$ cat config.mk
export PLATFORM = sky130hd
export DESIGN_NAME = rsq_internal_reset_sequencer
export DESIGN_NICKNAME = d
export VERILOG_FILES = /design/src/design/rsq_pkg.sv /design/src/design/rsq_internal_reset_sequencer.sv
export SDC_FILE = /design/constraint.sdc
export NUM_CORES = 1
export LEC_CHECK = 0
export ABC_AREA = 1
export BUFFER_PORTS_ARGS = -buffer_cell sky130_fd_sc_hd__buf_2
export CORE_ASPECT_RATIO = 0.5
export CORE_MARGIN = 1
export CORE_UTILIZATION = 40
export CTS_BUF_LIST = sky130_fd_sc_hd__clkbuf_8
export DETAILED_ROUTE_END_ITERATION = 16
export GPL_TIMING_DRIVEN = 0
export PLACE_DENSITY_LB_ADDON = 0.1
export SLEW_MARGIN = 25
export SYNTH_ARGS = -nofsm -noshare
export SYNTH_HDL_FRONTEND = slang
export SYNTH_SLANG_ARGS = --single-unit
$ cat constraint.sdc
create_clock -name clock -period 4.55 [get_ports clock]
set_input_delay 1.365 -clock clock [delete_from_list [all_inputs] [get_ports clock]]
set_output_delay 1.365 -clock clock [all_outputs]
set_load 0.05 [all_outputs]
$ cat src/design/rsq_pkg.sv
// constants shared by the internal reset sequencer
// assumes one 50 MHz clock that also stands for the oscillator clock
package rsq_pkg;
    // bus geometry
    localparam int RSQ_ADDR_W = 8;
    localparam int RSQ_DATA_W = 32;
    // register byte offsets
    localparam logic [7:0] RSQ_OFS_CAUSE = 8'h00; // reset cause flags
    localparam logic [7:0] RSQ_OFS_OPT   = 8'h04; // option bits
    localparam logic [7:0] RSQ_OFS_STAT  = 8'h08; // live state
    localparam logic [7:0] RSQ_OFS_SVC   = 8'h0c; // watchdog service
    // cause flag positions
    localparam int RSQ_F_POR  = 7;
    localparam int RSQ_F_PIN  = 6;
    localparam int RSQ_F_WDOG = 5;
    localparam int RSQ_F_OPC  = 4;
    localparam int RSQ_F_ADR  = 3;
    localparam int RSQ_F_LVD  = 1;
    localparam logic [7:0] RSQ_CAUSE_RST = 8'h80;
    // option bit positions and reset value
    localparam int RSQ_O_STOPEN = 0;
    localparam int RSQ_O_SHORT  = 1;
    localparam logic [1:0] RSQ_OPT_RST = 2'h0;
    // status field positions
    localparam int RSQ_S_STATE = 16;
    localparam int RSQ_S_WDOG  = 20;
    // timing in oscillator cycles
    localparam int RSQ_CNT_W     = 13;
    localparam int RSQ_PIN_CYC   = 32;
    localparam int RSQ_HOLD_CYC  = 32;
    localparam int RSQ_POR_CYC   = 4096;
    localparam int RSQ_SHORT_REC = 32;
    localparam int RSQ_LONG_REC  = 4096;
    localparam int RSQ_SVC_LSB   = 4;
    // axi responses
    localparam logic [1:0] RSQ_RESP_OK  = 2'h0;
    localparam logic [1:0] RSQ_RESP_ERR = 2'h2;
    typedef enum logic [2:0] {
        RSQ_RUN, RSQ_POR, RSQ_DRIVE, RSQ_HOLD, RSQ_STOP, RSQ_RECOV
    } rsq_state_e;
endpackage : rsq_pkg

$ cat src/design/rsq_internal_reset_sequencer.sv
// internal reset sequencer: reset pin drive, internal reset, cause flags,
// stabilisation counter, stop recovery and watchdog counter
// assumes cpu-side strobes on this clock; pin-side inputs are asynchronous
`timescale 1ns/1ns
// What this block does
// - drive reset pin low 32 cycles
// - hold internal reset 32 more cycles
// - five internal causes start active sequence
// - power/low-voltage: 4096 cycles pin low first
// - watchdog request synchronised before use
// - power-on release 64 cycles after count
// - power-on: reset, clock gen on, clocks off
// - power-on sets its flag, clears others
// - watchdog overflow resets, sets its flag
// - service write clears watchdog, counter 12:4
// - counter tick clocks the watchdog counter
// - watchdog disabled only by high-voltage logic
// - bad opcode sets flag and resets
// - stop without option is bad opcode
// - unmapped opcode fetch sets flag, resets
// - unmapped data read does nothing
// - stop recovery 32 or 4096 cycles
// - pin reset leaves counter unchanged
// - counter free-runs after reset states
// - clock generator enabled after initialisation
// - internal reset clears counter, pin not
// - internal reset returns modules to defaults
module rsq_internal_reset_sequencer #(
    parameter int WD_BITS = 6             // watchdog counter width
) (
    input  wire logic                         clock,              // 50 MHz clock
    input  wire logic                         rst,                // sync reset, high
    input  wire logic                         power_on_pulse,     // async power-on
    input  wire logic                         low_voltage_detect, // async low voltage
    input  wire logic                         wdog_req_async,     // async watchdog req
    input  wire logic                         rst_pin_i,          // reset pin level
    output logic                              rst_pin_o,          // pin drive value
    output logic                              rst_pin_oe,         // pin drive enable
    input  wire logic                         hv_rst_pin,         // high volt on pin
    input  wire logic                         hv_irq_pin,         // high volt on irq
    input  wire logic                         monitor_mode,       // monitor mode
    input  wire logic                         break_state,        // break state
    input  wire logic                         bad_opcode,         // illegal decode
    input  wire logic                         stop_exec,          // stop executed
    input  wire logic                         stop_wake,          // stop exit event
    input  wire logic                         opcode_fetch,       // cycle is fetch
    input  wire logic                         fetch_unmapped,     // address unmapped
    output logic                              internal_reset,     // reset to modules
    output logic                              clock_gen_output,   // clock gen enable
    output logic                              cpu_clk_en,         // cpu/module clocks
    output logic                              wdog_disabled,      // watchdog off
    input  wire logic [rsq_pkg::RSQ_ADDR_W-1:0] s_axi_awaddr,     // write address
    input  wire logic                         s_axi_awvalid,      // aw valid
    output logic                              s_axi_awready,      // aw ready
    input  wire logic [rsq_pkg::RSQ_DATA_W-1:0] s_axi_wdata,      // write data
    input  wire logic [3:0]                   s_axi_wstrb,        // byte strobes
    input  wire logic                         s_axi_wvalid,       // w valid
    output logic                              s_axi_wready,       // w ready
    output logic [1:0]                        s_axi_bresp,        // write response
    output logic                              s_axi_bvalid,       // b valid
    input  wire logic                         s_axi_bready,       // b ready
    input  wire logic [rsq_pkg::RSQ_ADDR_W-1:0] s_axi_araddr,     // read address
    input  wire logic                         s_axi_arvalid,      // ar valid
    output logic                              s_axi_arready,      // ar ready
    output logic [rsq_pkg::RSQ_DATA_W-1:0]    s_axi_rdata,        // read data
    output logic [1:0]                        s_axi_rresp,        // read response
    output logic                              s_axi_rvalid,       // r valid
    input  wire logic                         s_axi_rready        // r ready
);
    import rsq_pkg::*;

    if (WD_BITS < 1 || WD_BITS > 8) begin : g_bad_width
        $error("WD_BITS must be 1 to 8");
    end

    localparam logic [RSQ_CNT_W-1:0] CNT_PIN  = RSQ_CNT_W'(RSQ_PIN_CYC - 1);
    localparam logic [RSQ_CNT_W-1:0] CNT_HOLD = RSQ_CNT_W'(RSQ_HOLD_CYC - 1);
    localparam logic [RSQ_CNT_W-1:0] CNT_POR  = RSQ_CNT_W'(RSQ_POR_CYC - 1);
    localparam logic [RSQ_CNT_W-1:0] CNT_SREC = RSQ_CNT_W'(RSQ_SHORT_REC - 1);
    localparam logic [RSQ_CNT_W-1:0] CNT_LREC = RSQ_CNT_W'(RSQ_LONG_REC - 1);

    logic [7:0]           sync1_reg;
    logic [7:0]           sync2_reg;
    rsq_state_e           state_reg;
    rsq_state_e           state_next;
    logic [RSQ_CNT_W-1:0] cnt_reg;
    logic [RSQ_CNT_W-1:0] cnt_next;
    logic [WD_BITS-1:0]   wd_cnt_reg;
    logic [WD_BITS-1:0]   wd_cnt_next;
    logic                 wd_ovf_reg;
    logic [7:0]           cause_reg;
    logic [7:0]           cause_next;
    logic [1:0]           opt_reg;
    logic                 aw_hold_reg;
    logic                 w_hold_reg;
    logic [7:0]           aw_addr_reg;
    logic [31:0]          w_data_reg;
    logic                 w_strb0_reg;

    // two-flop synchronisers for every pin-side input; watchdog request
    always_ff @(posedge clock) begin
        sync1_reg <= {break_state, monitor_mode, hv_irq_pin, hv_rst_pin,
                      rst_pin_i, wdog_req_async,
                      low_voltage_detect, power_on_pulse};
        sync2_reg <= sync1_reg;
    end

    // synchronised pin levels
    wire por_s   = sync2_reg[0];
    wire lvd_s   = sync2_reg[1];
    wire wdreq_s = sync2_reg[2];
    wire pin_s   = sync2_reg[3];
    wire hvrst_s = sync2_reg[4];
    wire hvirq_s = sync2_reg[5];
    wire mon_s   = sync2_reg[6];
    wire brk_s   = sync2_reg[7];

    wire wd_off = (mon_s & (hvrst_s | hvirq_s)) | (brk_s & hvrst_s);

    // cause decode while running
    wire running   = (state_reg == RSQ_RUN);
    wire por_lvd   = por_s | lvd_s;
    // stop without option is a bad opcode
    wire opc_evt   = running & (bad_opcode | (stop_exec & ~opt_reg[RSQ_O_STOPEN]));
    wire adr_evt   = running & opcode_fetch & fetch_unmapped;
    wire wd_evt    = running & (wdreq_s | wd_ovf_reg); // own overflow is already on this clock
    // any internal cause starts the sequence
    wire int_evt   = opc_evt | adr_evt | wd_evt;
    wire stop_go   = running & stop_exec & opt_reg[RSQ_O_STOPEN];
    wire pin_low   = ~pin_s & (running | state_reg == RSQ_STOP
                               | state_reg == RSQ_RECOV);
    wire por_done  = (state_reg == RSQ_POR) & (cnt_reg == CNT_POR);
    wire drv_done  = (state_reg == RSQ_DRIVE) & (cnt_reg == CNT_PIN);
    wire hold_done = (state_reg == RSQ_HOLD) & (cnt_reg == CNT_HOLD);
    // recovery length from the option bit
    wire rec_done  = (state_reg == RSQ_RECOV)
                   & (cnt_reg == (opt_reg[RSQ_O_SHORT] ? CNT_SREC : CNT_LREC));
    // tick on counter wrap, at least 2^13 cycles apart
    wire tick      = running & (cnt_reg == {RSQ_CNT_W{1'b1}});

    // bus decode
    wire aw_take = s_axi_awvalid & s_axi_awready;
    wire w_take  = s_axi_wvalid & s_axi_wready;
    wire ar_take = s_axi_arvalid & s_axi_arready;
    wire wr_fire = aw_hold_reg & w_hold_reg;
    wire wa_cause = (aw_addr_reg[7:2] == RSQ_OFS_CAUSE[7:2]);
    wire wa_opt   = (aw_addr_reg[7:2] == RSQ_OFS_OPT[7:2]);
    wire wa_stat  = (aw_addr_reg[7:2] == RSQ_OFS_STAT[7:2]);
    wire wa_svc   = (aw_addr_reg[7:2] == RSQ_OFS_SVC[7:2]);
    wire wa_ok    = wa_cause | wa_opt | wa_stat | wa_svc;
    // any value written to the service word
    wire svc      = wr_fire & wa_svc & running;
    wire [7:0] clr_mask = (wr_fire & wa_cause & w_strb0_reg) ? w_data_reg[7:0] : 8'h00;

    // state sequencing; power-on and low voltage restart from anywhere
    always_comb begin
        state_next = state_reg;
        // power-on and low voltage first hold the long count
        if (por_lvd) begin
            state_next = RSQ_POR;
        end else begin
            case (state_reg)
                RSQ_RUN: begin
                    if (int_evt) begin
                        state_next = RSQ_DRIVE;
                    end else if (stop_go) begin
                        state_next = RSQ_STOP;
                    end
                end
                RSQ_POR: begin
                    if (por_done) begin
                        state_next = RSQ_DRIVE;
                    end
                end
                RSQ_DRIVE: begin
                    if (drv_done) begin
                        state_next = RSQ_HOLD;
                    end
                end
                // release after pin drive plus hold
                RSQ_HOLD: begin
                    if (hold_done) begin
                        state_next = RSQ_RUN;
                    end
                end
                RSQ_STOP: begin
                    if (stop_wake | pin_low) begin
                        state_next = RSQ_RECOV;
                    end
                end
                RSQ_RECOV: begin
                    if (rec_done) begin
                        state_next = RSQ_RUN;
                    end
                end
                default: state_next = RSQ_POR;
            endcase
        end
    end

    // counter clears on internal reset phases and stop, not pin
    wire cnt_clr = por_lvd | (running & (int_evt | stop_go)) | por_done
                 | drv_done | (state_reg == RSQ_STOP);
    assign cnt_next = cnt_clr ? '0
                    : svc ? {{(RSQ_CNT_W - RSQ_SVC_LSB){1'b0}},
                             cnt_reg[RSQ_SVC_LSB-1:0] + 1'b1} // no carry into bit 4
                    : cnt_reg + 1'b1;

    wire wd_ovf = tick & ~wd_off & (&wd_cnt_reg);
    assign wd_cnt_next = (svc | ~running) ? '0
                       : (tick & ~wd_off) ? wd_cnt_reg + 1'b1
                       : wd_cnt_reg;

    // cause flag sets; power-on clears all others
    wire [7:0] set_mask = ({7'h0, lvd_s} << RSQ_F_LVD)
                        | ({7'h0, wd_evt} << RSQ_F_WDOG)
                        | ({7'h0, opc_evt} << RSQ_F_OPC)
                        | ({7'h0, adr_evt} << RSQ_F_ADR)
                        | ({7'h0, pin_low & running} << RSQ_F_PIN);
    assign cause_next = por_s ? RSQ_CAUSE_RST : ((cause_reg & ~clr_mask) | set_mask);

    // sequencer registers
    always_ff @(posedge clock) begin
        if (rst) begin
            state_reg  <= RSQ_POR;
            cnt_reg    <= '0;
            wd_cnt_reg <= '0;
            wd_ovf_reg <= 1'b0;
            cause_reg  <= RSQ_CAUSE_RST;
        end else begin
            state_reg  <= state_next;
            cnt_reg    <= cnt_next;
            wd_cnt_reg <= wd_cnt_next;
            wd_ovf_reg <= wd_ovf;
            cause_reg  <= cause_next;
        end
    end

    // next-state views of the outputs
    wire nx_drive = (state_next == RSQ_POR) | (state_next == RSQ_DRIVE);
    wire nx_internal_reset  = nx_drive | (state_next == RSQ_HOLD);

    // pin and clock outputs
    always_ff @(posedge clock) begin
        if (rst) begin
            rst_pin_o        <= 1'b0;
            rst_pin_oe       <= 1'b1;
            internal_reset   <= 1'b1;
            clock_gen_output <= 1'b0;
            cpu_clk_en       <= 1'b0;
            wdog_disabled    <= 1'b0;
        end else begin
            rst_pin_o        <= 1'b0;
            // drive the pin only during active phases
            rst_pin_oe       <= nx_drive;
            // internal reset covers drive and hold
            internal_reset   <= nx_internal_reset | pin_low;
            clock_gen_output <= clock_gen_output | (state_reg == RSQ_POR);
            cpu_clk_en       <= (state_next == RSQ_RUN) & ~pin_low;
            wdog_disabled    <= wd_off;
        end
    end

    // read data select
    wire ra_cause = (s_axi_araddr[7:2] == RSQ_OFS_CAUSE[7:2]);
    wire ra_opt   = (s_axi_araddr[7:2] == RSQ_OFS_OPT[7:2]);
    wire ra_stat  = (s_axi_araddr[7:2] == RSQ_OFS_STAT[7:2]);
    wire ra_svc   = (s_axi_araddr[7:2] == RSQ_OFS_SVC[7:2]);
    wire [31:0] stat_word = (32'(wd_cnt_reg) << RSQ_S_WDOG)
                          | (32'(state_reg) << RSQ_S_STATE) | 32'(cnt_reg);
    wire [31:0] rd_word = ra_cause ? {24'h0, cause_reg}
                        : ra_opt ? {30'h0, opt_reg}
                        : ra_stat ? stat_word
                        : 32'h0;
    wire rd_ok = ra_cause | ra_opt | ra_stat | ra_svc;

    // axi write channel
    always_ff @(posedge clock) begin
        if (rst) begin
            aw_hold_reg   <= 1'b0;
            w_hold_reg    <= 1'b0;
            aw_addr_reg   <= 8'h00;
            w_data_reg    <= 32'h0;
            w_strb0_reg   <= 1'b0;
            s_axi_awready <= 1'b1;
            s_axi_wready  <= 1'b1;
            s_axi_bvalid  <= 1'b0;
            s_axi_bresp   <= RSQ_RESP_OK;
            opt_reg       <= RSQ_OPT_RST;
        end else begin
            aw_hold_reg   <= (aw_hold_reg | aw_take) & ~wr_fire;
            w_hold_reg    <= (w_hold_reg | w_take) & ~wr_fire;
            s_axi_awready <= ~(aw_hold_reg | aw_take) & ~wr_fire
                           & ~(s_axi_bvalid & ~s_axi_bready);
            s_axi_wready  <= ~(w_hold_reg | w_take) & ~wr_fire
                           & ~(s_axi_bvalid & ~s_axi_bready);
            if (aw_take) begin
                aw_addr_reg <= s_axi_awaddr;
            end
            if (w_take) begin
                w_data_reg  <= s_axi_wdata;
                w_strb0_reg <= s_axi_wstrb[0];
            end
            s_axi_bvalid <= wr_fire | (s_axi_bvalid & ~s_axi_bready);
            if (wr_fire) begin
                s_axi_bresp <= wa_ok ? RSQ_RESP_OK : RSQ_RESP_ERR;
            end
            if (wr_fire & wa_opt & w_strb0_reg) begin
                opt_reg <= w_data_reg[1:0];
            end
        end
    end

    // axi read channel
    always_ff @(posedge clock) begin
        if (rst) begin
            s_axi_arready <= 1'b1;
            s_axi_rvalid  <= 1'b0;
            s_axi_rdata   <= 32'h0;
            s_axi_rresp   <= RSQ_RESP_OK;
        end else begin
            s_axi_rvalid  <= ar_take | (s_axi_rvalid & ~s_axi_rready);
            s_axi_arready <= ~(ar_take | (s_axi_rvalid & ~s_axi_rready));
            if (ar_take) begin
                s_axi_rdata <= rd_word;
                s_axi_rresp <= rd_ok ? RSQ_RESP_OK : RSQ_RESP_ERR;
            end
        end
    end

    // pin held low for the first cycles of the drive phase
    drive_len_a: assert property (
        @(posedge clock) disable iff (rst)
        $rose(state_reg == RSQ_DRIVE) |-> rst_pin_oe [*8])
        else $error("reset pin released early in drive phase");

    hold_release_a: assert property (
        @(posedge clock) disable iff (rst)
        (hold_done && !por_lvd) |=> (state_reg == RSQ_RUN && !rst_pin_oe))
        else $error("internal reset hold did not end after its count");

    por_pin_a: assert property (
        @(posedge clock) disable iff (rst)
        (state_reg == RSQ_POR) |-> (rst_pin_oe && internal_reset && !cpu_clk_en))
        else $error("power-on phase without pin drive or with clocks");

    por_len_a: assert property (
        @(posedge clock) disable iff (rst)
        (por_done && !por_lvd) |=> (state_reg == RSQ_DRIVE && cnt_reg == 13'h0))
        else $error("long count did not hand over to pin drive");

    por_flag_a: assert property (
        @(posedge clock) disable iff (rst)
        por_s |=> (cause_reg == 8'h80))
        else $error("power-on flags wrong");

    fetch_only_a: assert property (
        @(posedge clock) disable iff (rst)
        $rose(cause_reg[RSQ_F_ADR]) |-> $past(opcode_fetch && fetch_unmapped))
        else $error("address flag set without an opcode fetch");

    svc_clear_a: assert property (
        @(posedge clock) disable iff (rst)
        svc |=> (cnt_reg[12:4] == 9'h0 && wd_cnt_reg == '0))
        else $error("service write did not clear counters");

    short_rec_a: assert property (
        @(posedge clock) disable iff (rst)
        (state_reg == RSQ_RECOV && opt_reg[RSQ_O_SHORT] && cnt_reg == 13'd31
         && !por_lvd && !pin_low) |=> cpu_clk_en)
        else $error("short stop recovery did not restart clocks");

    stop_bad_a: assert property (
        @(posedge clock) disable iff (rst)
        (running && stop_exec && !opt_reg[RSQ_O_STOPEN] && !por_lvd)
        |=> (state_reg == RSQ_DRIVE && cause_reg[RSQ_F_OPC]) ##1 rst_pin_oe)
        else $error("disabled stop did not cause opcode reset");

endmodule : rsq_internal_reset_sequencer

Yosys cells after proc, flatten, opt, wreduce, memory -nomap -nowiden
Cells that the tools add are included.

operators by class
  add/sub/neg operators = 3
  equal/unequal tests = 18
  multiplexer cells = 17
  bitwise logic cells = 89
  reductions and logical operators = 9

operator list
  kind                     number
  $mux W26                 3
  $and A1 B1 Y1            38
  $or A1 B1 Y1             30
  $or A26 B13 Y26          1
  $or A26 B19 Y26          1
  $eq A6 B2 Y1 const B     4
  $mux W3                  8
  $pmux W3 S6              1
  $add A13 B1 Y13 const B  1
  $eq A13 B12 Y1           1
  $eq A13 B12 Y1 const B   1
  $eq A13 B13 Y1 const B   1
  $eq A13 B5 Y1 const B    1
  $eq A3 B2 Y1 const B     4
  $eq A6 B1 Y1 const B     2
  $logic_not A6 Y1         2
  $mux W12                 1
  $not A1 Y1               12
  $and A8 B8 Y8            1
  $mux W8                  1
  $not A8 Y8               1
  $or A8 B7 Y8             1
  $or A6 B7 Y7             1
  $add A6 B1 Y6 const B    1
  12 further kinds         18

word-level totals
  flip-flop bits (word level) = 114
  input bits = 72
  output and inout port bits = 47
  word-level logic and storage cells = 163

Logic depth before layout (Yosys ltp)
Gate-level depths: netlist of run 1.

  depth after elaboration = 13
  mapped depth = 12
  depth with buffers taken out = 12

Least setup slack after synthesis of run 1
Ideal clock, no wire load.

  kind = input port to flip-flop
  start point = input port s_axi_araddr[5] (netlist name)
  end point = register s_axi_rdata[1] (netlist name)
  library setup time = 81 ps
  data arrival time = 2258 ps
  required time = 4469 ps
  slack = 2212 ps
  cell stages on the path = 6
  buffers on the path = 1
  cell sequence = nor2_1 nand4_1 inv_1 buf_2 nand2_1 a41oi_1

between the ends
  longest elaborated chain between the ends = 4
  elaborated cells between the ends (all ways) = 6
  classes of those cells = eq/ne (2); mux (3); reduce/logical (1)

ends and longest elaborated chain
  item                    line                                 text
  start: declaration      rsq_internal_reset_sequencer.sv:62   input wire logic [rsq_pkg::RSQ_ADDR_W-1:0] s_axi_araddr,
  $eq A6 B2 Y1            rsq_internal_reset_sequencer.sv:267  wire ra_stat = (s_axi_araddr[7:2] == RSQ_OFS_STAT[7:2]);
  $mux W26                rsq_internal_reset_sequencer.sv:273  : ra_stat ? stat_word
  $mux W26                rsq_internal_reset_sequencer.sv:272  : ra_opt ? {30'h0, opt_reg}
  $mux W26 *              rsq_internal_reset_sequencer.sv:271  wire [31:0] rd_word = ra_cause ? {24'h0, cause_reg}
  end signal: assignment  rsq_internal_reset_sequencer.sv:325  s_axi_rdata <= rd_word;
  end: declaration        rsq_internal_reset_sequencer.sv:65   output logic [rsq_pkg::RSQ_DATA_W-1:0] s_axi_rdata,

Every way passes the cells marked *; elsewhere a longest branch is shown, timed or not.
A chain may end at the register's enable or synchronous reset.

Worst setup path after layout of run 1
  start point = input port rst
  end point = register s_axi_rdata[6] (netlist name)

RTL lines
  item                line                                text
  start: declaration  rsq_internal_reset_sequencer.sv:32  input wire logic rst,

No word-level cell between the ends.

==> run metrics, run 1 <==
Synth Register Bits=100; core area=9630 µm²; Pre-Repair DR Iteration Count=4; Rows=25; Filler cells=1,028; worst path arrival time=2.82 ns; required time worst endpoint=4.89 ns; drt first-iter violations=197; post-synthesis compound-gate area fraction=0.124; total grt overflow=0; Synth top area share=0.495; PortBufs=74; post-detail-place hpwl=7350 µm; initial antenna violation count=0; r2r setup slk=2.66 ns; synth warn=0; Total Power=1.70 mW; clock share of power=0.331; Lkg Pwr=2.15 nW; area grow syn2layout=19.1%; Yosys top cell by area=dfxtp_1; Setup violations, final=0; slowest cell delay on critical path=0.57 ns; total routed wirelength=9670 µm; total CTS buffers=9; layout cells sized above 1=0.217; Final Max Tran Viols=0; DR DRC count=0; Worst-Margin Slew=0.857 ns; TritonCTS clock tree=yes; Syn Inst Count=519; via density per instance=4.66; status=completed; critical path's slowest cell=clkbuf_1; Fin Hold WS=0.335 ns; worst-path cell chain=buf_2 -> inv_1 -> clkbuf_1 -> clkbuf_1 -> o211ai_1 -> inv_1; Post-DP Area=4630 µm²; Flop pwr share=0.547; die area=10,500 µm²; fin crit period=2.48 ns; Max VDD drop=172 µV; most frequent cells after synthesis=dfxtp_1, nand2_1, nor2_1, inv_1, o21ai_0; total number of vias=3,526; CTS clk-pin slew, worst paths=0.10 ns; largest family of logic cells by synthesized area=simple AND/OR/NAND/NOR gates; PostCTS Resize Cnt=0; RSZ-0062 raised after global routing=false; Synth Area per Inst=7.79 µm²; crit-path max FO=10; Logic pwr share=0.122; Yosys cell types=40; Initial Util=0.419; Worst setup EP type=register; max-cap viol count=0; post-synthesis xor/xnor area fraction=0.0173; max FFs per register=22; async set-reset flop share out of synthesis=0; WS Path Type=primary input to register; Final ANT Viol Nets=0; root buf cell=clkbuf_8; ANT cells=0; Max Root-Sink Buffers=2; Post-Synth Simple-Gate Area=0.270; CP top delay family=buffers and inverters; cell area power density=353 nW/µm²; Final Skew=0.0144 ns; ys flop type=dfxtp_1; synth top area cells=dfxtp_1, nand2_1, nor2_1, inv_1, o21ai_0; NetSw=0.518 mW; dpl cells=740; largest net degree at the start of global routing=20; count leader, synth=dfxtp_1; FF-to-FF Start=sync2_reg[4]$_DFF_P_; Clk Latency, worst-skew pair=0.39 ns; Internal=1.18 mW; CP Buf/Inv Count=5; postcts setup bufs=0; Synth Area in Adders=0.00619; clk sinks=100; sequential area share after synthesis=0.495; overall routing resource usage=0.200; Critical path origin=rst; min-delay src=sync1_reg[3]$_DFF_P_; multiplexer share of the synthesized area=0; fmax=0.403 GHz; Nets=690; synthesized area=4040 µm²; Routed wire per std cell=12.8 µm; vias in the first global route=3,115; final worst-path cycle share=0.546; I/O pin total=119; routability cong.=0.854; first-pass GRT wire length=15,500 µm; total negative slack=0 ns; htree depth=3; Hold Buf Count CTS=0; Die Ht=73.1 µm; Hold Path Class=register to register; post-route cell area=4810 µm²; Slew headroom=0.423; Die X=144 µm; startpoint types=primary input; number of synthesized flops with an enable pin=0; fin cells=756; final hold violations=0; switching portion of total power=0.305
==> cell type report <==
class / count / area, µm² / share of cell area
sequential: 100 / 2000 / 0.416
timing repair buffer: 74 / 370 / 0.0769
inverter: 54 / 203 / 0.0421
tap: 135 / 169 / 0.0351
clock inverter: 7 / 65.1 / 0.0135
multi-input combinational: 351 / 1730 / 0.360
buffer: 26 / 149 / 0.0309
clock buffer: 9 / 124 / 0.0257
==> cell usage in the layout, fill, tap and decap left out, drive strengths merged <==
cell and count:
or2 2, xor2 7, buf 89, o21ai 39, nand2 92, nor3 9, and2 1, conb 13
nand4 7, ha 2, xnor2 1, o211ai 7, clkinv 3, dfxtp 100, inv 58, nand3 37
clkbuf 20, nor3b 1, a21boi 1, nand3b 1, a41oi 2, o21bai 1, o31ai 1, a31oi 1
and3 1, a21oi 35, nor2 88, o21a 2
==> per-layer routing <==
metal	vias up	part of all wire	track usage
li1	1849	-	-
met1	1577	0.52	0.279
met4	0	0.0059	0.0702
met3	4	0.078	0.0630
met2	96	0.40	0.291
met5	-	0	0
==> per-stage QoR <==
| stage | worst slack, ns | util |
|---|---|---|
| final | 2.07 | 0.500 |
| after detailed placement | 1.65 | 0.480 |
| after global placement | 1.59 | 0.480 |
| after floorplan | 2.21 | - |
| after global routing | 1.90 | 0.500 |
| after CTS | 2.03 | 0.500 |
==> power by group through the flow <==
stage | Combinational (mW) | Sequential, mW | Clock [mW]
6_report | 0.207 | 0.931 | 0.563
3_5_place_dp | 0.208 | 0.951 | 0
5_1_grt | 0.228 | 0.935 | 0.614
2_1_floorplan | 0.0971 | 1.00 | 0
3_3_place_gp | 0.206 | 0.951 | 0
4_1_cts | 0.208 | 0.931 | 0.581
==> path summary, 6_finish.rpt <==
path,endpoint,depth (start not counted)
min reg2reg,sync2_reg[3]$_DFF_P_,0
min,sync2_reg[3]$_DFF_P_,0
max,s_axi_rdata[6]$_SDFFE_PP0P_,6
max reg2reg,wd_cnt_reg[4]$_SDFFE_PP0P_,7
==> kinds of logic (layout without fill, tap and decap cells) <==
family,count (synthesis),in the layout
AO/OA/AOI/OAI,89,89
XOR/XNOR,8,8
adder cells (fa/ha/maj),2,2
buffers and inverters,80,170
flip-flops,100,100
other,1,13
AND/OR/NAND/NOR,239,239
(Power assumes the default switching activity.)
==> inputs of run 2 (changes only) <==
- ABC_AREA: 1 -> 0
- clock period: 4.55 -> 2 ns (I/O delays scaled with it)
==> run 2 against run 1 <==
Flip-flop and latch count unchanged. Count of clock-buffer cells in the layout unchanged. Non-clock buffer count up 13. Largest power group unchanged. Combinational power up 59%. Critical endpoint is now cpu_clk_en$_SDFF_PP0_. Critical path depth up 1. Register-to-register slack worse by 2.6 ns. Largest cell class unchanged. Die area down 3.4%. Synthesized cell count down 14%.
==> run metrics, run 2 <==
status=completed (unchanged); slowest cell delay on critical path=0.52 ns (was 0.57 ns); Lkg Pwr=1.90 nW (was 2.15 nW); ys flop type=dfxtp_1 (unchanged); r2r setup slk=0.06 ns (was 2.66 ns); total routed wirelength=9590 µm (was 9670 µm); metal1 wirelength=5020 µm (unchanged); Filler cells=966 (was 1,028); Syn Inst Count=444 (was 519); Logic pwr share=0.091 (was 0.122); critical path's slowest cell=or4_4 (was clkbuf_1); Critical path origin=cnt_reg[1]$_SDFF_PP0_ (was rst); Clk Latency, worst-skew pair=0.37 ns (was 0.39 ns); highest metal used=met4 (unchanged); final hold violations=0 (unchanged); multiplexer share of the synthesized area=0.0160 (was 0); core area=9450 µm² (was 9630 µm²); Yosys top cell by area=dfxtp_1 (unchanged); ANT cells=0 (unchanged); required time worst endpoint=2.31 ns (was 4.89 ns); Max Root-Sink Buffers=2 (unchanged); htree depth=3 (unchanged); RSZ-0062 raised after global routing=true (was false); Slew headroom=0.587 (was 0.423); Nets=622 (was 690); die area=10,200 µm² (was 10,500 µm²); max-cap viol count=0 (unchanged); switching portion of total power=0.277 (was 0.305); synth warn=0 (unchanged); worst path arrival time=2.25 ns (was 2.82 ns); largest family of logic cells by synthesized area=simple AND/OR/NAND/NOR gates (unchanged); routed wl met3=642 µm (was 758 µm); FF-to-FF Start=cnt_reg[1]$_SDFF_PP0_ (was sync2_reg[4]$_DFF_P_); Final ANT Viol Nets=0 (unchanged); Post-DP Area=4480 µm² (was 4630 µm²); Post-Synth Simple-Gate Area=0.246 (was 0.270); root buf cell=clkbuf_8 (unchanged); initial antenna violation count=0 (unchanged); max FFs per register=22 (unchanged); total number of vias=3,352 (was 3,526); Routed wire per std cell=13.9 µm (was 12.8 µm); PortBufs=73 (was 74); synth top area cells=dfxtp_1, nand2_1, a21oi_1, nand3_1, nor2_1 (was dfxtp_1, nand2_1, nor2_1, inv_1, o21ai_0); fin cells=688 (was 756); DR DRC count=0 (unchanged); first-pass GRT wire length=15,400 µm (was 15,500 µm); r2r endpoint=cpu_clk_en$_SDFF_PP0_ (was wd_cnt_reg[4]$_SDFFE_PP0P_); critical path capture point=cpu_clk_en$_SDFF_PP0_ (was s_axi_rdata[6]$_SDFFE_PP0P_); startpoint types=register (was primary input); total grt overflow=0 (unchanged); Final Skew=0.00949 ns (was 0.0144 ns); I/O pin total=119 (unchanged); clock share of power=0.336 (was 0.331); final core utilization=0.513 (was 0.500); Final Max Tran Viols=0 (unchanged); most frequent cells in the layout=dfxtp_1, nand2_1, buf_2 (was dfxtp_1, nand2_1, nor2_1, buf_2, inv_1); Hold Path Class=primary input to register (was register to register); TritonCTS clock tree=yes (unchanged); Synth Area per Inst=8.79 µm² (was 7.79 µm²); clk sinks=100 (unchanged); Yosys cell types=56 (was 40); worst-path cell chain=ha_4 -> nand3_4 -> or4_4 -> buf_6 -> o21ai_4 -> a31oi_4 -> and4b_1 (was buf_2 -> inv_1 -> clkbuf_1 -> clkbuf_1 -> o211ai_1 -> inv_1); crit-path max FO=8 (was 10); area grow syn2layout=24.1% (was 19.1%); vias in the first global route=2,953 (was 3,115); met2 WL=3870 µm (was 3840 µm); count leader, synth=dfxtp_1 (unchanged); total CTS buffers=9 (unchanged); Rows=25 (unchanged); largest net degree at the start of global routing=19 (was 20); async set-reset flop share out of synthesis=0 (unchanged); Flop pwr share=0.573 (was 0.547); NetSw=1.01 mW (was 0.518 mW); Hold Buf Count CTS=0 (unchanged); routability cong.=0.829 (was 0.854); post-synthesis compound-gate area fraction=0.127 (was 0.124); post-synthesis xor/xnor area fraction=0.0382 (was 0.0173); fmax=0.515 GHz; dpl cells=664 (was 740); synthesized area=3900 µm² (was 4040 µm²); commonest non-fill, non-tap cell in the layout=dfxtp_1 (unchanged); Worst Reg-to-Reg Cells=7 (unchanged); Synth top area share=0.513 (was 0.495); WS Path Type=register to register (was primary input to register); Die Ht=71.8 µm (was 73.1 µm); Synth Register Bits=100 (unchanged); overall routing resource usage=0.201 (was 0.200); Internal=2.62 mW (was 1.18 mW); via density per instance=4.87 (was 4.66); Die X=142 µm (was 144 µm); Synth Area in Adders=0.00641 (was 0.00619); drt first-iter violations=228 (was 197); sequential area share after synthesis=0.513 (was 0.495); most frequent cells after synthesis=dfxtp_1, nand2_1, a21oi_1, nand3_1, nor2_1 (was dfxtp_1, nand2_1, nor2_1, inv_1, o21ai_0); final worst-path cycle share=0.971; number of synthesized flops with an enable pin=0 (unchanged); cell area power density=748 nW/µm² (was 353 nW/µm²); post-detail-place hpwl=7060 µm (was 7350 µm); Worst setup EP type=register (unchanged); Setup violations, final=0 (unchanged); Pre-Repair DR Iteration Count=5 (was 4); Worst-Margin Slew=0.620 ns (was 0.857 ns); layout cells sized above 1=0.268 (was 0.217); Max VDD drop=473 µV (was 172 µV); post-route cell area=4840 µm² (was 4810 µm²); Initial Util=0.413 (was 0.419); fin crit period=1.94 ns; CTS clk-pin slew, worst paths=0.10 ns (about the same)
-- run 2: cell types whose count changed in the layout (fill, tap and decap cells not counted), moves of 9 or more --
cell / before / now
inv_1: 51 / 8
nor2_1: 76 / 37
xnor2_1: 1 / 12
a21oi_1: 32 / 41
o21ai_0: 38 / 9
nand2_1: 86 / 74
buf_4: 13 / 22
-- run 2: how the worst min path moves through the flow --
stage | start | to | slack (ns) | depth (start not counted)
floorplan | sync1_reg[0]$_DFF_P_ | sync2_reg[0]$_DFF_P_ | 0.31 | 0
global placement | sync1_reg[1]$_DFF_P_ | sync2_reg[1]$_DFF_P_ | 0.31 | 0
detailed placement | sync1_reg[0]$_DFF_P_ | sync2_reg[0]$_DFF_P_ | 0.31 | 0
CTS | break_state | sync1_reg[7]$_DFF_P_ | 0.30 | 1
global route | rst_pin_i | sync1_reg[3]$_DFF_P_ | 0.29 | 1
finish | rst_pin_i | sync1_reg[3]$_DFF_P_ | 0.32 | 1
-- run 2: through the flow --
stage / total power [mW] / setup TNS, ns / hold WS [ns] / setup WS (ns)
4_1_cts: 3.66 / 0 / 0.299 / 0.00669
6_report: 3.63 / 0 / 0.324 / 0.0580
2_1_floorplan: 2.34 / 0 / 0.310 / 0.00428
3_3_place_gp: 2.45 / -11.50 / 0.310 / -0.435
3_5_place_dp: 2.45 / -11.56 / 0.312 / -0.425
5_1_grt: 3.79 / -0.0188 / 0.292 / -0.0188
-- run 2: final cells by class --
type,count,area [µm²],share of cell area
clock buffer,9,124,0.0256
multi-input combinational,316,1830,0.379
sequential,100,2020,0.417
inverter,8,30.0,0.00620
clock inverter,7,58.8,0.0121
tap,135,169,0.0349
buffer,31,176,0.0364
timing repair buffer,82,433,0.0894
-- run 2: logic make-up (layout without fill, tap and decap cells) --
kind of cell | Yosys count | in the layout
muxes | 6 | 6
and+or+nand+nor | 196 | 196
DFF | 100 | 100
buffers and inverters | 40 | 137
xor gates and xnor gates | 17 | 17
adders and majority gates | 2 | 2
AOI/OAI and AO/OA | 82 | 82
other | 1 | 13
-- run 2: worst max-delay path: cells and delay by family (launching register included) --
family          cells  cell delay [ns]
fa+ha+maj           1             0.18
simple gates        3             0.88
flops               1             0.37
buf+inv             1             0.17
compound gates      2             0.28
-- run 2: power groups by stage --
stage	Clock [mW]	Combinational [mW]	Sequential [mW]
finish	1.22	0.329	2.08
detailed placement	0	0.322	2.13
global route	1.34	0.359	2.09
CTS	1.25	0.328	2.08
global placement	0	0.321	2.13
floorplan	0	0.182	2.16
-- run 2: routing by layer --
metal | global-route usage | up-vias
li1 | - | 1714
met4 | 0.0562 | 0
met3 | 0.0595 | 6
met2 | 0.288 | 114
met1 | 0.290 | 1518
met5 | 0 | -
-- run 2: repair_timing --
item,in CTS,in global routing
buffers inserted,5,4
pin swaps,3,3
resized for setup,14,16
setup endpoints to repair,26,27
hold endpoints to repair,0,0
==> inputs of run 3 (changes only) <==
- CTS_BUF_LIST: sky130_fd_sc_hd__clkbuf_8 -> default
- clock period: 2 -> 2.4 ns (I/O delays scaled with it)
==> run 3 against run 2 <==
Worst setup slack improved by 0.079 ns. Flip-flop and latch count unchanged. Non-clock buffer count shrank 8. Worst hold slack improved by 0.0053 ns. Largest cell class unchanged.
==> run metrics, run 3 (same netlist as run 2, synthesis figures left out) <==
status=completed (unchanged); via density per instance=4.80 (was 4.87); I/O pin total=119 (unchanged); total CTS buffers=9 (unchanged); required time worst endpoint=2.68 ns (was 2.31 ns); Die Ht=71.8 µm (unchanged); PortBufs=73 (unchanged); startpoint types=register (unchanged); post-detail-place hpwl=7060 µm (unchanged); Routed wire per std cell=13.9 µm (about the same); total routed wirelength=9440 µm (was 9590 µm); final core utilization=0.505 (was 0.513); Clk Latency, worst-skew pair=0.34 ns (was 0.37 ns); Worst-Margin Slew=0.961 ns (was 0.620 ns); worst-path cell chain=ha_2 -> nand3_1 -> or4_4 -> buf_6 -> o21ai_1 -> a31oi_1 -> and4b_1 (was ha_4 -> nand3_4 -> or4_4 -> buf_6 -> o21ai_4 -> a31oi_4 -> and4b_1); final hold violations=0 (unchanged); Slew headroom=0.353 (was 0.587); slowest cell delay on critical path=0.55 ns (was 0.52 ns); ANT cells=0 (unchanged); total number of vias=3,261 (was 3,352); Final ANT Viol Nets=0 (unchanged); TritonCTS clock tree=yes (unchanged); Worst setup EP type=register (unchanged); core area=9450 µm² (unchanged); max FFs per register=22 (unchanged); CTS clk-pin slew, worst paths=0.07 ns (was 0.10 ns); die area=10,200 µm² (unchanged); fmax=0.442 GHz (was 0.515 GHz); setup ws final=0.137 ns (was 0.0580 ns); RSZ-0062 raised after global routing=false (was true); overall routing resource usage=0.198 (was 0.201); Rows=25 (unchanged); final worst-path cycle share=0.943 (was 0.971); clk sinks=100 (unchanged); fin cells=680 (was 688); root buf cell=clkbuf_16 (was clkbuf_8); cell area power density=709 nW/µm² (was 748 nW/µm²); Max Root-Sink Buffers=2 (unchanged); Pre-Repair DR Iteration Count=4 (was 5); area grow syn2layout=22.2% (was 24.1%); Hold Path Class=register to register (was primary input to register); drt first-iter violations=197 (was 228); pre-CTS setup slack=-0.145 ns (was -0.425 ns); Lkg Pwr=1.89 nW (was 1.90 nW); Setup violations, final=0 (unchanged); fin crit period=2.26 ns (was 1.94 ns); first-pass GRT wire length=15,100 µm (was 15,400 µm); DR DRC count=0 (unchanged); routability cong.=0.829 (unchanged); Max VDD drop=416 µV (was 473 µV); initial antenna violation count=0 (unchanged); dpl cells=664 (unchanged); Die X=142 µm (unchanged); crit-path max FO=8 (unchanged); Initial Util=0.413 (unchanged); Final Max Tran Viols=0 (unchanged); worst path arrival time=2.54 ns (was 2.25 ns); vias in the first global route=2,897 (was 2,953); WS Path Type=register to register (unchanged); largest net degree at the start of global routing=19 (unchanged); Nets=614 (was 622); htree depth=3 (unchanged); total grt overflow=0 (unchanged); Final Skew=0.00609 ns (was 0.00949 ns); commonest non-fill, non-tap cell in the layout=dfxtp_1 (unchanged); critical path's slowest cell=or4_4 (unchanged); most frequent cells in the layout=dfxtp_1, nand2_1, buf_2 (unchanged); layout cells sized above 1=0.222 (was 0.268); max-cap viol count=0 (unchanged)
## run 3: changes by cell type in the layout (fill, tap and decap cells not counted), sizes merged
cell	delta
buf	-9
clkbuf	+1
## run 3: timing repair
action | in CTS | in global routing
hold buffers | 0 | 0
resized for setup | 0 | 1
setup buffers | 0 | 0
endpoints found under the setup margin | 0 | 11
## run 3: critical path: cells and delay by family, from the launching register on
family                     cells  cell delay (ns)
AOI/OAI and AO/OA              2             0.31
and+or+nand+nor                3             1.01
DFF                            1             0.43
adders and majority gates      1             0.29
buffers and inverters          1             0.16
## run 3: cell type report
cell class | count | area, µm²
Tap cell | 135 | 169
Inverter | 8 | 30.0
Clock inverter | 7 | 58.8
Multi-Input combinational cell | 316 | 1740
Clock buffer | 9 | 225
Sequential cell | 100 | 2000
Fill cell | 969 | 4680
Timing Repair Buffer | 73 | 365
Buffer | 32 | 178
## run 3: final timing paths
path	slack, ns	from	to	depth (start not counted)
max	0.14	cnt_reg[0]$_SDFF_PP0_	cpu_clk_en$_SDFF_PP0_	7
min	0.33	sync1_reg[4]$_DFF_P_	sync2_reg[4]$_DFF_P_	0
max reg2reg	0.14	cnt_reg[0]$_SDFF_PP0_	cpu_clk_en$_SDFF_PP0_	7
min reg2reg	0.33	sync1_reg[4]$_DFF_P_	sync2_reg[4]$_DFF_P_	0
## run 3: stage by stage
step	hold slack (ns)	setup TNS, ns	total power [mW]	instance area [µm²]
detailed placement	0.312	-0.677	2.04	4480
CTS	0.329	0	3.41	4770
global route	0.339	0	3.52	4770
finish	0.329	0	3.38	4770
floorplan	0.310	0	1.95	3950
global placement	0.310	-0.855	2.04	4480
## run 3: routing by layer
metal,routed length [µm],GRT usage,vias up,share of wire
li1,-,-,1693,-
met1,4980,0.286,1474,0.53
met2,3780,0.282,92,0.40
met3,647,0.0602,2,0.069
met4,32,0.0538,0,0.0034
met5,0,0,-,0
## run 3: where the power goes
group | switching [mW] | internal [mW] | leakage (nW)
sequential | 0.0308 | 1.70 | 0.817
clock | 0.656 | 0.721 | 0.144
combinational | 0.185 | 0.0830 | 0.932
